[src/adcp_pkg.sv]
package adcp_pkg;

    // Channel count and data width; the width covers the widest signed range the block meets.
    localparam int NUM_CH = 4;
    localparam int DW = 18;

    // Signed channel value.
    typedef logic signed [DW-1:0] adcp_data_t;

    // Input range codes, one per documented input signal scope.
    localparam logic [2:0] RANGE_0_10V = 3'h0;
    localparam logic [2:0] RANGE_PM10V = 3'h1;
    localparam logic [2:0] RANGE_0_5V = 3'h2;
    localparam logic [2:0] RANGE_PM5V = 3'h3;
    localparam logic [2:0] RANGE_1_5V = 3'h4;
    localparam logic [2:0] RANGE_0_20MA = 3'h5;
    localparam logic [2:0] RANGE_PM20MA = 3'h6;
    localparam logic [2:0] RANGE_4_20MA = 3'h7;

    // Digital output scope of the standard variant.
    localparam adcp_data_t STD_UNI_LO = 18'sh00000;
    localparam adcp_data_t STD_UNI_HI = 18'sh03FFF;
    localparam adcp_data_t STD_BIP_LO = -18'sh02000;
    localparam adcp_data_t STD_BIP_HI = 18'sh01FFF;
    // Digital output scope of the high-resolution variant (0..80000, -80000..80000).
    localparam adcp_data_t HR_UNI_LO = 18'sh00000;
    localparam adcp_data_t HR_BIP_LO = -18'sh13880;
    localparam adcp_data_t HR_HI = 18'sh13880;
    // Alert limit bounds of the high-resolution variant (-82000..82000).
    localparam adcp_data_t HR_LIM_LO = -18'sh14050;
    localparam adcp_data_t HR_LIM_HI = 18'sh14050;

    // Span divisors of the scaling map, sized for the product they divide.
    localparam logic signed [39:0] SPAN_STD = 40'sh00_0000_3FFF;
    localparam logic signed [39:0] SPAN_HR_UNI = 40'sh00_0001_3880;
    localparam logic signed [39:0] SPAN_HR_BIP = 40'sh00_0002_7100;

    // Open-wire thresholds (-32767 and -16000) and substitute levels.
    localparam adcp_data_t BURN_THR_STD = -18'sh07FFF;
    localparam adcp_data_t BURN_THR_HR = -18'sh03E80;
    localparam adcp_data_t BURN_LOW = 18'sh00000;
    localparam adcp_data_t BURN_HIGH_STD = 18'sh07FFF;
    localparam adcp_data_t BURN_HIGH_HR = 18'sh1FFFF;

    // Alert limit reset values (5000 and 0).
    localparam adcp_data_t ALERT_UPPER_RST = 18'sh01388;
    localparam adcp_data_t ALERT_LOWER_RST = 18'sh00000;

    // Per-channel configuration written by the controller.
    typedef struct packed {
        logic alert_en;
        logic scale_en;
        logic rec_en;
        logic burn_en;
        logic burn_high;
        logic [2:0] in_range;
        adcp_data_t alert_uu;
        adcp_data_t alert_lu;
        adcp_data_t alert_ul;
        adcp_data_t alert_ll;
        adcp_data_t scale_hi;
        adcp_data_t scale_lo;
    } adcp_chan_cfg_t;

    // Per-channel results seen by the controller.
    typedef struct packed {
        adcp_data_t value;
        logic alert;
        logic burnout;
        adcp_data_t max;
        adcp_data_t min;
        logic max_valid;
        logic min_valid;
    } adcp_chan_out_t;

    // Per-channel state.
    typedef struct packed {
        adcp_chan_cfg_t cfg;
        adcp_data_t value;
        logic alert_hi;
        logic alert_lo;
        logic burnout;
        adcp_data_t max;
        adcp_data_t min;
        logic max_valid;
        logic min_valid;
        logic max_req_prev;
        logic min_req_prev;
    } adcp_chan_state_t;

    // Whole block state.
    typedef struct packed {
        adcp_chan_state_t [NUM_CH-1:0] ch;
        logic result_valid;
        logic [1:0] result_chan;
    } adcp_state_t;

    // Reset configuration: every function closed, range 0-10 V, limits at their presets.
    localparam adcp_chan_cfg_t CFG_RESET = '{
        alert_uu: ALERT_UPPER_RST, alert_lu: ALERT_UPPER_RST,
        alert_ul: ALERT_LOWER_RST, alert_ll: ALERT_LOWER_RST,
        in_range: RANGE_0_10V, default: '0};
    localparam adcp_chan_state_t CH_RESET = '{cfg: CFG_RESET, default: '0};

endpackage

[src/adcp_postprocess.sv]
`timescale 1ns/1ps
`default_nettype none

module adcp_postprocess (
    input wire logic clock,
    input wire logic reset,
    input wire logic high_resolution_input_variant,
    input wire logic sample_valid,
    input wire logic [1:0] sample_chan,
    input wire adcp_pkg::adcp_data_t sample_value,
    input wire logic cfg_write,
    input wire logic [1:0] cfg_chan,
    input wire adcp_pkg::adcp_chan_cfg_t cfg_data,
    input wire logic [adcp_pkg::NUM_CH-1:0] max_clear_req,
    input wire logic [adcp_pkg::NUM_CH-1:0] min_clear_req,
    output logic result_valid,
    output logic [1:0] result_chan,
    output var adcp_pkg::adcp_chan_out_t [adcp_pkg::NUM_CH-1:0] chan_out
);

    // Registered state and its next value.
    adcp_pkg::adcp_state_t st;
    adcp_pkg::adcp_state_t next_st;

    // Datapath signals for the channel named by the incoming sample.
    adcp_pkg::adcp_chan_cfg_t cur_cfg;
    adcp_pkg::adcp_data_t cur_lo;
    adcp_pkg::adcp_data_t cur_hi;
    adcp_pkg::adcp_data_t lim_lo;
    adcp_pkg::adcp_data_t lim_hi;
    adcp_pkg::adcp_data_t eff_uu;
    adcp_pkg::adcp_data_t eff_lu;
    adcp_pkg::adcp_data_t eff_ul;
    adcp_pkg::adcp_data_t eff_ll;
    adcp_pkg::adcp_data_t cur_sub;
    adcp_pkg::adcp_data_t cur_dig;
    adcp_pkg::adcp_data_t cur_scaled;
    adcp_pkg::adcp_data_t cur_val;
    adcp_pkg::adcp_data_t cur_shi;
    adcp_pkg::adcp_data_t cur_slo;
    logic cur_bip;
    logic cur_burn_range;
    logic cur_burn;
    logic cur_above_uu;
    logic cur_below_lu;
    logic cur_below_ll;
    logic cur_above_ul;
    // Wide intermediates of the scaling map; the product needs far more than 18 bits.
    logic signed [39:0] diff;
    logic signed [39:0] prod;
    logic signed [39:0] quot;

    // Limits outside the variant's allowed span are pulled back in rather than refused.
    function automatic adcp_pkg::adcp_data_t clamp(
        input adcp_pkg::adcp_data_t v,
        input adcp_pkg::adcp_data_t lo,
        input adcp_pkg::adcp_data_t hi
    );
        if (v < lo) begin
            return lo;
        end
        if (v > hi) begin
            return hi;
        end
        return v;
    endfunction

    // Datapath for the sampled channel: bounds, open-wire check, scaling and alert compares.
    always_comb begin
        cur_cfg = st.ch[sample_chan].cfg;
        cur_shi = cur_cfg.scale_hi;
        cur_slo = cur_cfg.scale_lo;
        cur_bip = (cur_cfg.in_range == adcp_pkg::RANGE_PM10V) || (cur_cfg.in_range == adcp_pkg::RANGE_PM5V)
            || (cur_cfg.in_range == adcp_pkg::RANGE_PM20MA);
        // Digital output scope of the channel, by variant and range.
        if (high_resolution_input_variant) begin
            cur_lo = cur_bip ? adcp_pkg::HR_BIP_LO : adcp_pkg::HR_UNI_LO;
            cur_hi = adcp_pkg::HR_HI;
            lim_lo = adcp_pkg::HR_LIM_LO;
            lim_hi = adcp_pkg::HR_LIM_HI;
        end else begin
            cur_lo = cur_bip ? adcp_pkg::STD_BIP_LO : adcp_pkg::STD_UNI_LO;
            cur_hi = cur_bip ? adcp_pkg::STD_BIP_HI : adcp_pkg::STD_UNI_HI;
            lim_lo = cur_lo;
            lim_hi = cur_hi;
        end
        // Open wire is only meaningful on live-zero ranges.
        cur_burn_range = (cur_cfg.in_range == adcp_pkg::RANGE_1_5V)
            || (cur_cfg.in_range == adcp_pkg::RANGE_4_20MA);
        if (high_resolution_input_variant) begin
            cur_burn = cur_cfg.burn_en && cur_burn_range && (sample_value < adcp_pkg::BURN_THR_HR);
            cur_sub = cur_cfg.burn_high ? adcp_pkg::BURN_HIGH_HR : adcp_pkg::BURN_LOW;
        end else begin
            cur_burn = cur_cfg.burn_en && cur_burn_range && (sample_value < adcp_pkg::BURN_THR_STD);
            cur_sub = cur_cfg.burn_high ? adcp_pkg::BURN_HIGH_STD : adcp_pkg::BURN_LOW;
        end
        // During open wire the substitute stands in for the conversion result.
        cur_dig = cur_burn ? cur_sub : sample_value;
        // Linear map; the controller keeps upper above lower, so the slope is never zero or negative.
        diff = 40'(sample_value) - 40'(cur_lo);
        prod = diff * (40'(cur_shi) - 40'(cur_slo));
        if (!high_resolution_input_variant) begin
            quot = prod / adcp_pkg::SPAN_STD;
        end else if (cur_bip) begin
            quot = prod / adcp_pkg::SPAN_HR_BIP;
        end else begin
            quot = prod / adcp_pkg::SPAN_HR_UNI;
        end
        cur_scaled = 18'(40'(cur_slo) + quot);
        // Scaling is bypassed when closed and when a substitute is being sent.
        cur_val = (cur_cfg.scale_en && !cur_burn) ? cur_scaled : cur_dig;
        // The alert window is judged on the digital output value, before scaling.
        eff_uu = clamp(cur_cfg.alert_uu, lim_lo, lim_hi);
        eff_lu = clamp(cur_cfg.alert_lu, lim_lo, lim_hi);
        eff_ul = clamp(cur_cfg.alert_ul, lim_lo, lim_hi);
        eff_ll = clamp(cur_cfg.alert_ll, lim_lo, lim_hi);
        // The gap between each pair of limits gives hysteresis; the ordering is the controller's duty.
        cur_above_uu = cur_dig > eff_uu;
        cur_below_lu = cur_dig < eff_lu;
        cur_below_ll = cur_dig < eff_ll;
        cur_above_ul = cur_dig > eff_ul;
    end

    // Next-state logic for every channel; each channel's settings are independent.
    always_comb begin
        next_st = st;
        next_st.result_valid = sample_valid;
        next_st.result_chan = sample_valid ? sample_chan : st.result_chan;
        for (int i = 0; i < adcp_pkg::NUM_CH; i++) begin
            // Clear requests act on their rising edge only; holding the request does nothing more.
            next_st.ch[i].max_req_prev = max_clear_req[i];
            next_st.ch[i].min_req_prev = min_clear_req[i];
            if (max_clear_req[i] && !st.ch[i].max_req_prev) begin
                next_st.ch[i].max_valid = 1'b0;
            end
            if (min_clear_req[i] && !st.ch[i].min_req_prev) begin
                next_st.ch[i].min_valid = 1'b0;
            end
            // A configuration write takes effect from the next sample of that channel.
            if (cfg_write && (cfg_chan == 2'(i))) begin
                next_st.ch[i].cfg = cfg_data;
            end
            // A new result for this channel is evaluated against its own settings.
            if (sample_valid && (sample_chan == 2'(i))) begin
                next_st.ch[i].value = cur_val;
                next_st.ch[i].burnout = cur_burn;
                if (cur_above_uu) begin
                    next_st.ch[i].alert_hi = 1'b1;
                end else if (cur_below_lu) begin
                    next_st.ch[i].alert_hi = 1'b0;
                end
                if (cur_below_ll) begin
                    next_st.ch[i].alert_lo = 1'b1;
                end else if (cur_above_ul) begin
                    next_st.ch[i].alert_lo = 1'b0;
                end
                // A clear in this same cycle empties the record first, so this sample seeds it.
                if (cur_cfg.rec_en) begin
                    if (!next_st.ch[i].max_valid || (cur_val > st.ch[i].max)) begin
                        next_st.ch[i].max = cur_val;
                    end
                    if (!next_st.ch[i].min_valid || (cur_val < st.ch[i].min)) begin
                        next_st.ch[i].min = cur_val;
                    end
                    next_st.ch[i].max_valid = 1'b1;
                    next_st.ch[i].min_valid = 1'b1;
                end
            end
            // Closed alerting and open-wire checks show no flag, whatever they showed before closing.
            if (!next_st.ch[i].cfg.alert_en) begin
                next_st.ch[i].alert_hi = 1'b0;
                next_st.ch[i].alert_lo = 1'b0;
            end
            if (!next_st.ch[i].cfg.burn_en) begin
                next_st.ch[i].burnout = 1'b0;
            end
        end
    end

    // State register; reset restores every channel to its closed preset.
    always_ff @(posedge clock) begin
        if (reset) begin
            st <= '{ch: '{default: adcp_pkg::CH_RESET}, default: '0};
        end else begin
            st <= next_st;
        end
    end

    // Outputs straight from the state register.
    always_comb begin
        result_valid = st.result_valid;
        result_chan = st.result_chan;
        for (int i = 0; i < adcp_pkg::NUM_CH; i++) begin
            chan_out[i].value = st.ch[i].value;
            chan_out[i].alert = st.ch[i].alert_hi || st.ch[i].alert_lo;
            chan_out[i].burnout = st.ch[i].burnout;
            chan_out[i].max = st.ch[i].max;
            chan_out[i].min = st.ch[i].min;
            chan_out[i].max_valid = st.ch[i].max_valid;
            chan_out[i].min_valid = st.ch[i].min_valid;
        end
    end
endmodule // adcp_postprocess

`default_nettype wire

[config.mk]
export PLATFORM = sky130hd
export DESIGN_NAME = adcp_postprocess
export DESIGN_NICKNAME = d
export VERILOG_FILES = /design/src/adcp_pkg.sv /design/src/adcp_postprocess.sv
export SDC_FILE = /design/constraint.sdc
export NUM_CORES = 2
export LEC_CHECK = 0
export BUFFER_PORTS_ARGS = -buffer_cell sky130_fd_sc_hd__buf_2
export CORE_UTILIZATION = 60
export DETAILED_ROUTE_END_ITERATION = 16
export PLACE_DENSITY = 0.78
export RECOVER_POWER = 50
export SYNTH_ARGS = -nofsm -noshare
export SYNTH_HDL_FRONTEND = slang
export SYNTH_SLANG_ARGS = --single-unit
export TNS_END_PERCENT = 1
[constraint.sdc]
create_clock -name clock -period 187.9 [get_ports clock]
set_clock_uncertainty 0.1 [all_clocks]
set_input_delay 37.58 -clock clock [delete_from_list [all_inputs] [get_ports clock]]
set_output_delay 37.58 -clock clock [all_outputs]
set_load 0.01 [all_outputs]
==> out/metrics.yaml <==
synth:
  avgSynthCellArea_um2: 7.71
  syn_inst: 10792
  synth_ff_type: "dfxtp_1"
  synth_fa_ha_area_share_pct: 21.6
  muxShareOfSynthArea_pct: 5.93
  synth_top_area_cell: "dfxtp_1"
  ys_ff_latch: 711
  ys_types: 153
  synth_xor_area_share_pct: 4.54
  synth-edff-count: 0
  ys_seq_area_share_pct: 17.1
  synth_top_family_by_area: "simple AND/OR/NAND/NOR gates"
  synth_top_area_share_pct: 17.1
  netlist_area_um2: 83200
  synth-simple-area-share_pct: 23.0
  synth_compound_area_share_pct: 20.1
  synthTopCellsByArea: "dfxtp_1 17%, ha_1 13%, fa_1 9.0%"
  yosysWarnings: 0
  synth_async_sr_flop_share_pct: 0
clocking:
  tritoncts: "done"
  clk_latency_ns: 0.64
  htreeDepth: 2
  hold_buffers: 0
  clkTransAtPathRegs_ns: 0.07
  cts_buffers: 58
  cts.sinks: 711
  ctsResizeCount: 0
  cts_setup_buffers: 0
  cts_buffer_depth: 3
  cts-root-buf: "clkbuf_16"
finish:
  nets: 11993
  final_cell_mix: "1,616 x nand2_1, 1,036 x a21oi_1, 918 x nor2_1, 835 x ha_1, 727 x inv_1"
  nFillCells: 12137
  drive_above_1_share_pct: 7.57
  multi_input_comb_area_um2: 62800
  syn_to_final_growth_pct: 4.21
  final_common_cell: "nand2_1"
  stdcell_area_um2: 86700
  final-seq-area_um2: 14200
worst_setup_path:
  start_kind: "primary input"
  cp.arrival_ns: 168.62
  crit_required_ns: 187.91
  path_common_cell: "o21a_1"
  slowest_stage: "a21oi_1"
  end_kind: "flip-flop"
  path_max_fanout: 43
  critical_path_class: "primary input to flip-flop"
  slowest_delay_ns: 0.90
sta:
  finalHoldViolations: 0
  max_slew_margin_pct: -550
  final_max_slew_viol_count: 880
  finalCriticalPeriod_ns: 168.61
  tightest_slew_ns: 9.75
  finalSetupViolCount: 0
  fmax_mhz: 5.93
  rsz0062_at_grt: "false"
  hold_slack_ns: 0.352
  finalWorstSetupSlack_ns: 19.29
  finalSetupTns_ns: 0
  finalCritPeriodShare_pct: 89.7
drt:
  wl_per_cell_um: 21.7
  viasPerCell: 6.41
  drtIter0Drc: 7864
  drtPass1Iterations: 8
  drcViolationCount: 0
  finalWirelength_mm: 272
  detail-route-antenna-nets: 0
  vias: 80152
hold_path:
  min_path_type: "flip-flop to flip-flop"
global_routing:
  grt_usage_pct: 37.5
  grt_max_degree: 230
  grt_pass1_wl_mm: 425
  gr-total-overflow: 0
  grt_pass1_vias: 77433
  antenna_found_initial: 36
floorplan:
  die_width_um: 374
  ios: 386
  die-area_um2: 140000
  num_rows: 136
  start_util_pct: 60.5
  die_h_um: 374
  core-area_um2: 137000
placed_design:
  finalWeightedCongestion: 1.01
  dp_hpwl_mm: 206
  io_buffers: 385
  place_area_um2: 84900
  place_ws_ns: 21.52
status:
  outcome: "finished with violations"
  violations: "max-capacitance violations, max-slew violations"
job:
  cap_violations: 9
[worst max-delay path: cells and delay by family]
kind	cells	cell delay, ns
adders and majority gates	38	13.28
muxes	10	2.69
buffers and inverters	45	6.18
AOI/OAI and AO/OA	338	74.44
xor gates and xnor gates	5	1.23
and+or+nand+nor	162	32.90
[through the flow]
stage | std cells | utilization (%)
after global placement | 12368 | 61.7
after detailed placement | 12368 | 61.7
after floorplan | 10793 | -
final | 12505 | 63.1
after global routing | 12488 | 63.0
after CTS | 12478 | 63.3
[area by class of cell]
cell class,instances,share of cell area [%]
multi-input cells,8623,72.4
flip-flops and latches,711,16.4
inverters,731,3.17
repair buffers,509,2.96
well taps,1794,2.59
clock buffers,74,1.86
clock inverters,36,0.541
diodes,27,0.0779
[sequential cells by signal, summed over array words and instances (netlist names)]
signal and flops:
chan_out 228, result_chan 2, result_valid 1, st 480
[cells in the mapped netlist (all sizes together), types with 26 or more instances]
cell type	count
nor2b	118
a311oi	26
nand3b	58
nor2	928
xor2	172
xnor2	252
mux4	110
o211ai	62
o21bai	43
o21ai	351
nand3	159
clkbuf	386
a21boi	37
ha	835
and2	173
and3	64
nand4	136
inv	731
a31oi	71
nand2b	102
mux2i	174
o31ai	161
nor4	63
and4	30
nand2	1621
or3	47
a211o	27
or2	80
buf	342
dfxtp	711
a21o	143
fa	373
mux2	60
o21a	227
nor3	376
a211oi	106
a21oi	1047
[final timing paths]
check	startpoint	depth (start not counted)	slack, ns	end
worst max-delay path	sample_chan[1]	598	19.29	chan_out[19]
worst max register to register	st[436]	596	56.91	chan_out[19]
worst min-delay path	st[344]	2	0.35	st[344]
worst min register to register	st[344]	2	0.35	st[344]
[per-layer routing]
| metal | wire length [µm] | global-route usage (%) |
|---|---|---|
| met1 | 107000 | 47.1 |
| met2 | 126000 | 62.3 |
| met3 | 25800 | 6.79 |
| met4 | 13100 | 17.1 |
| met5 | 173 | 0 |
[kinds of logic (layout without fill, tap and decap cells)]
logic type / Yosys count / after routing
buffers and inverters: 1459 / 1350
adder cells (fa/ha/maj): 1212 / 1212
flip-flops: 711 / 711
AO/OA/AOI/OAI: 2579 / 2579
XOR/XNOR: 426 / 426
multiplexers: 344 / 344
other: 1 / 29
AND/OR/NAND/NOR: 4060 / 4060
Power is left out: the tool's default activity adds up to more than one toggle a clock period on the data nets, which glitch-free logic cannot reach.
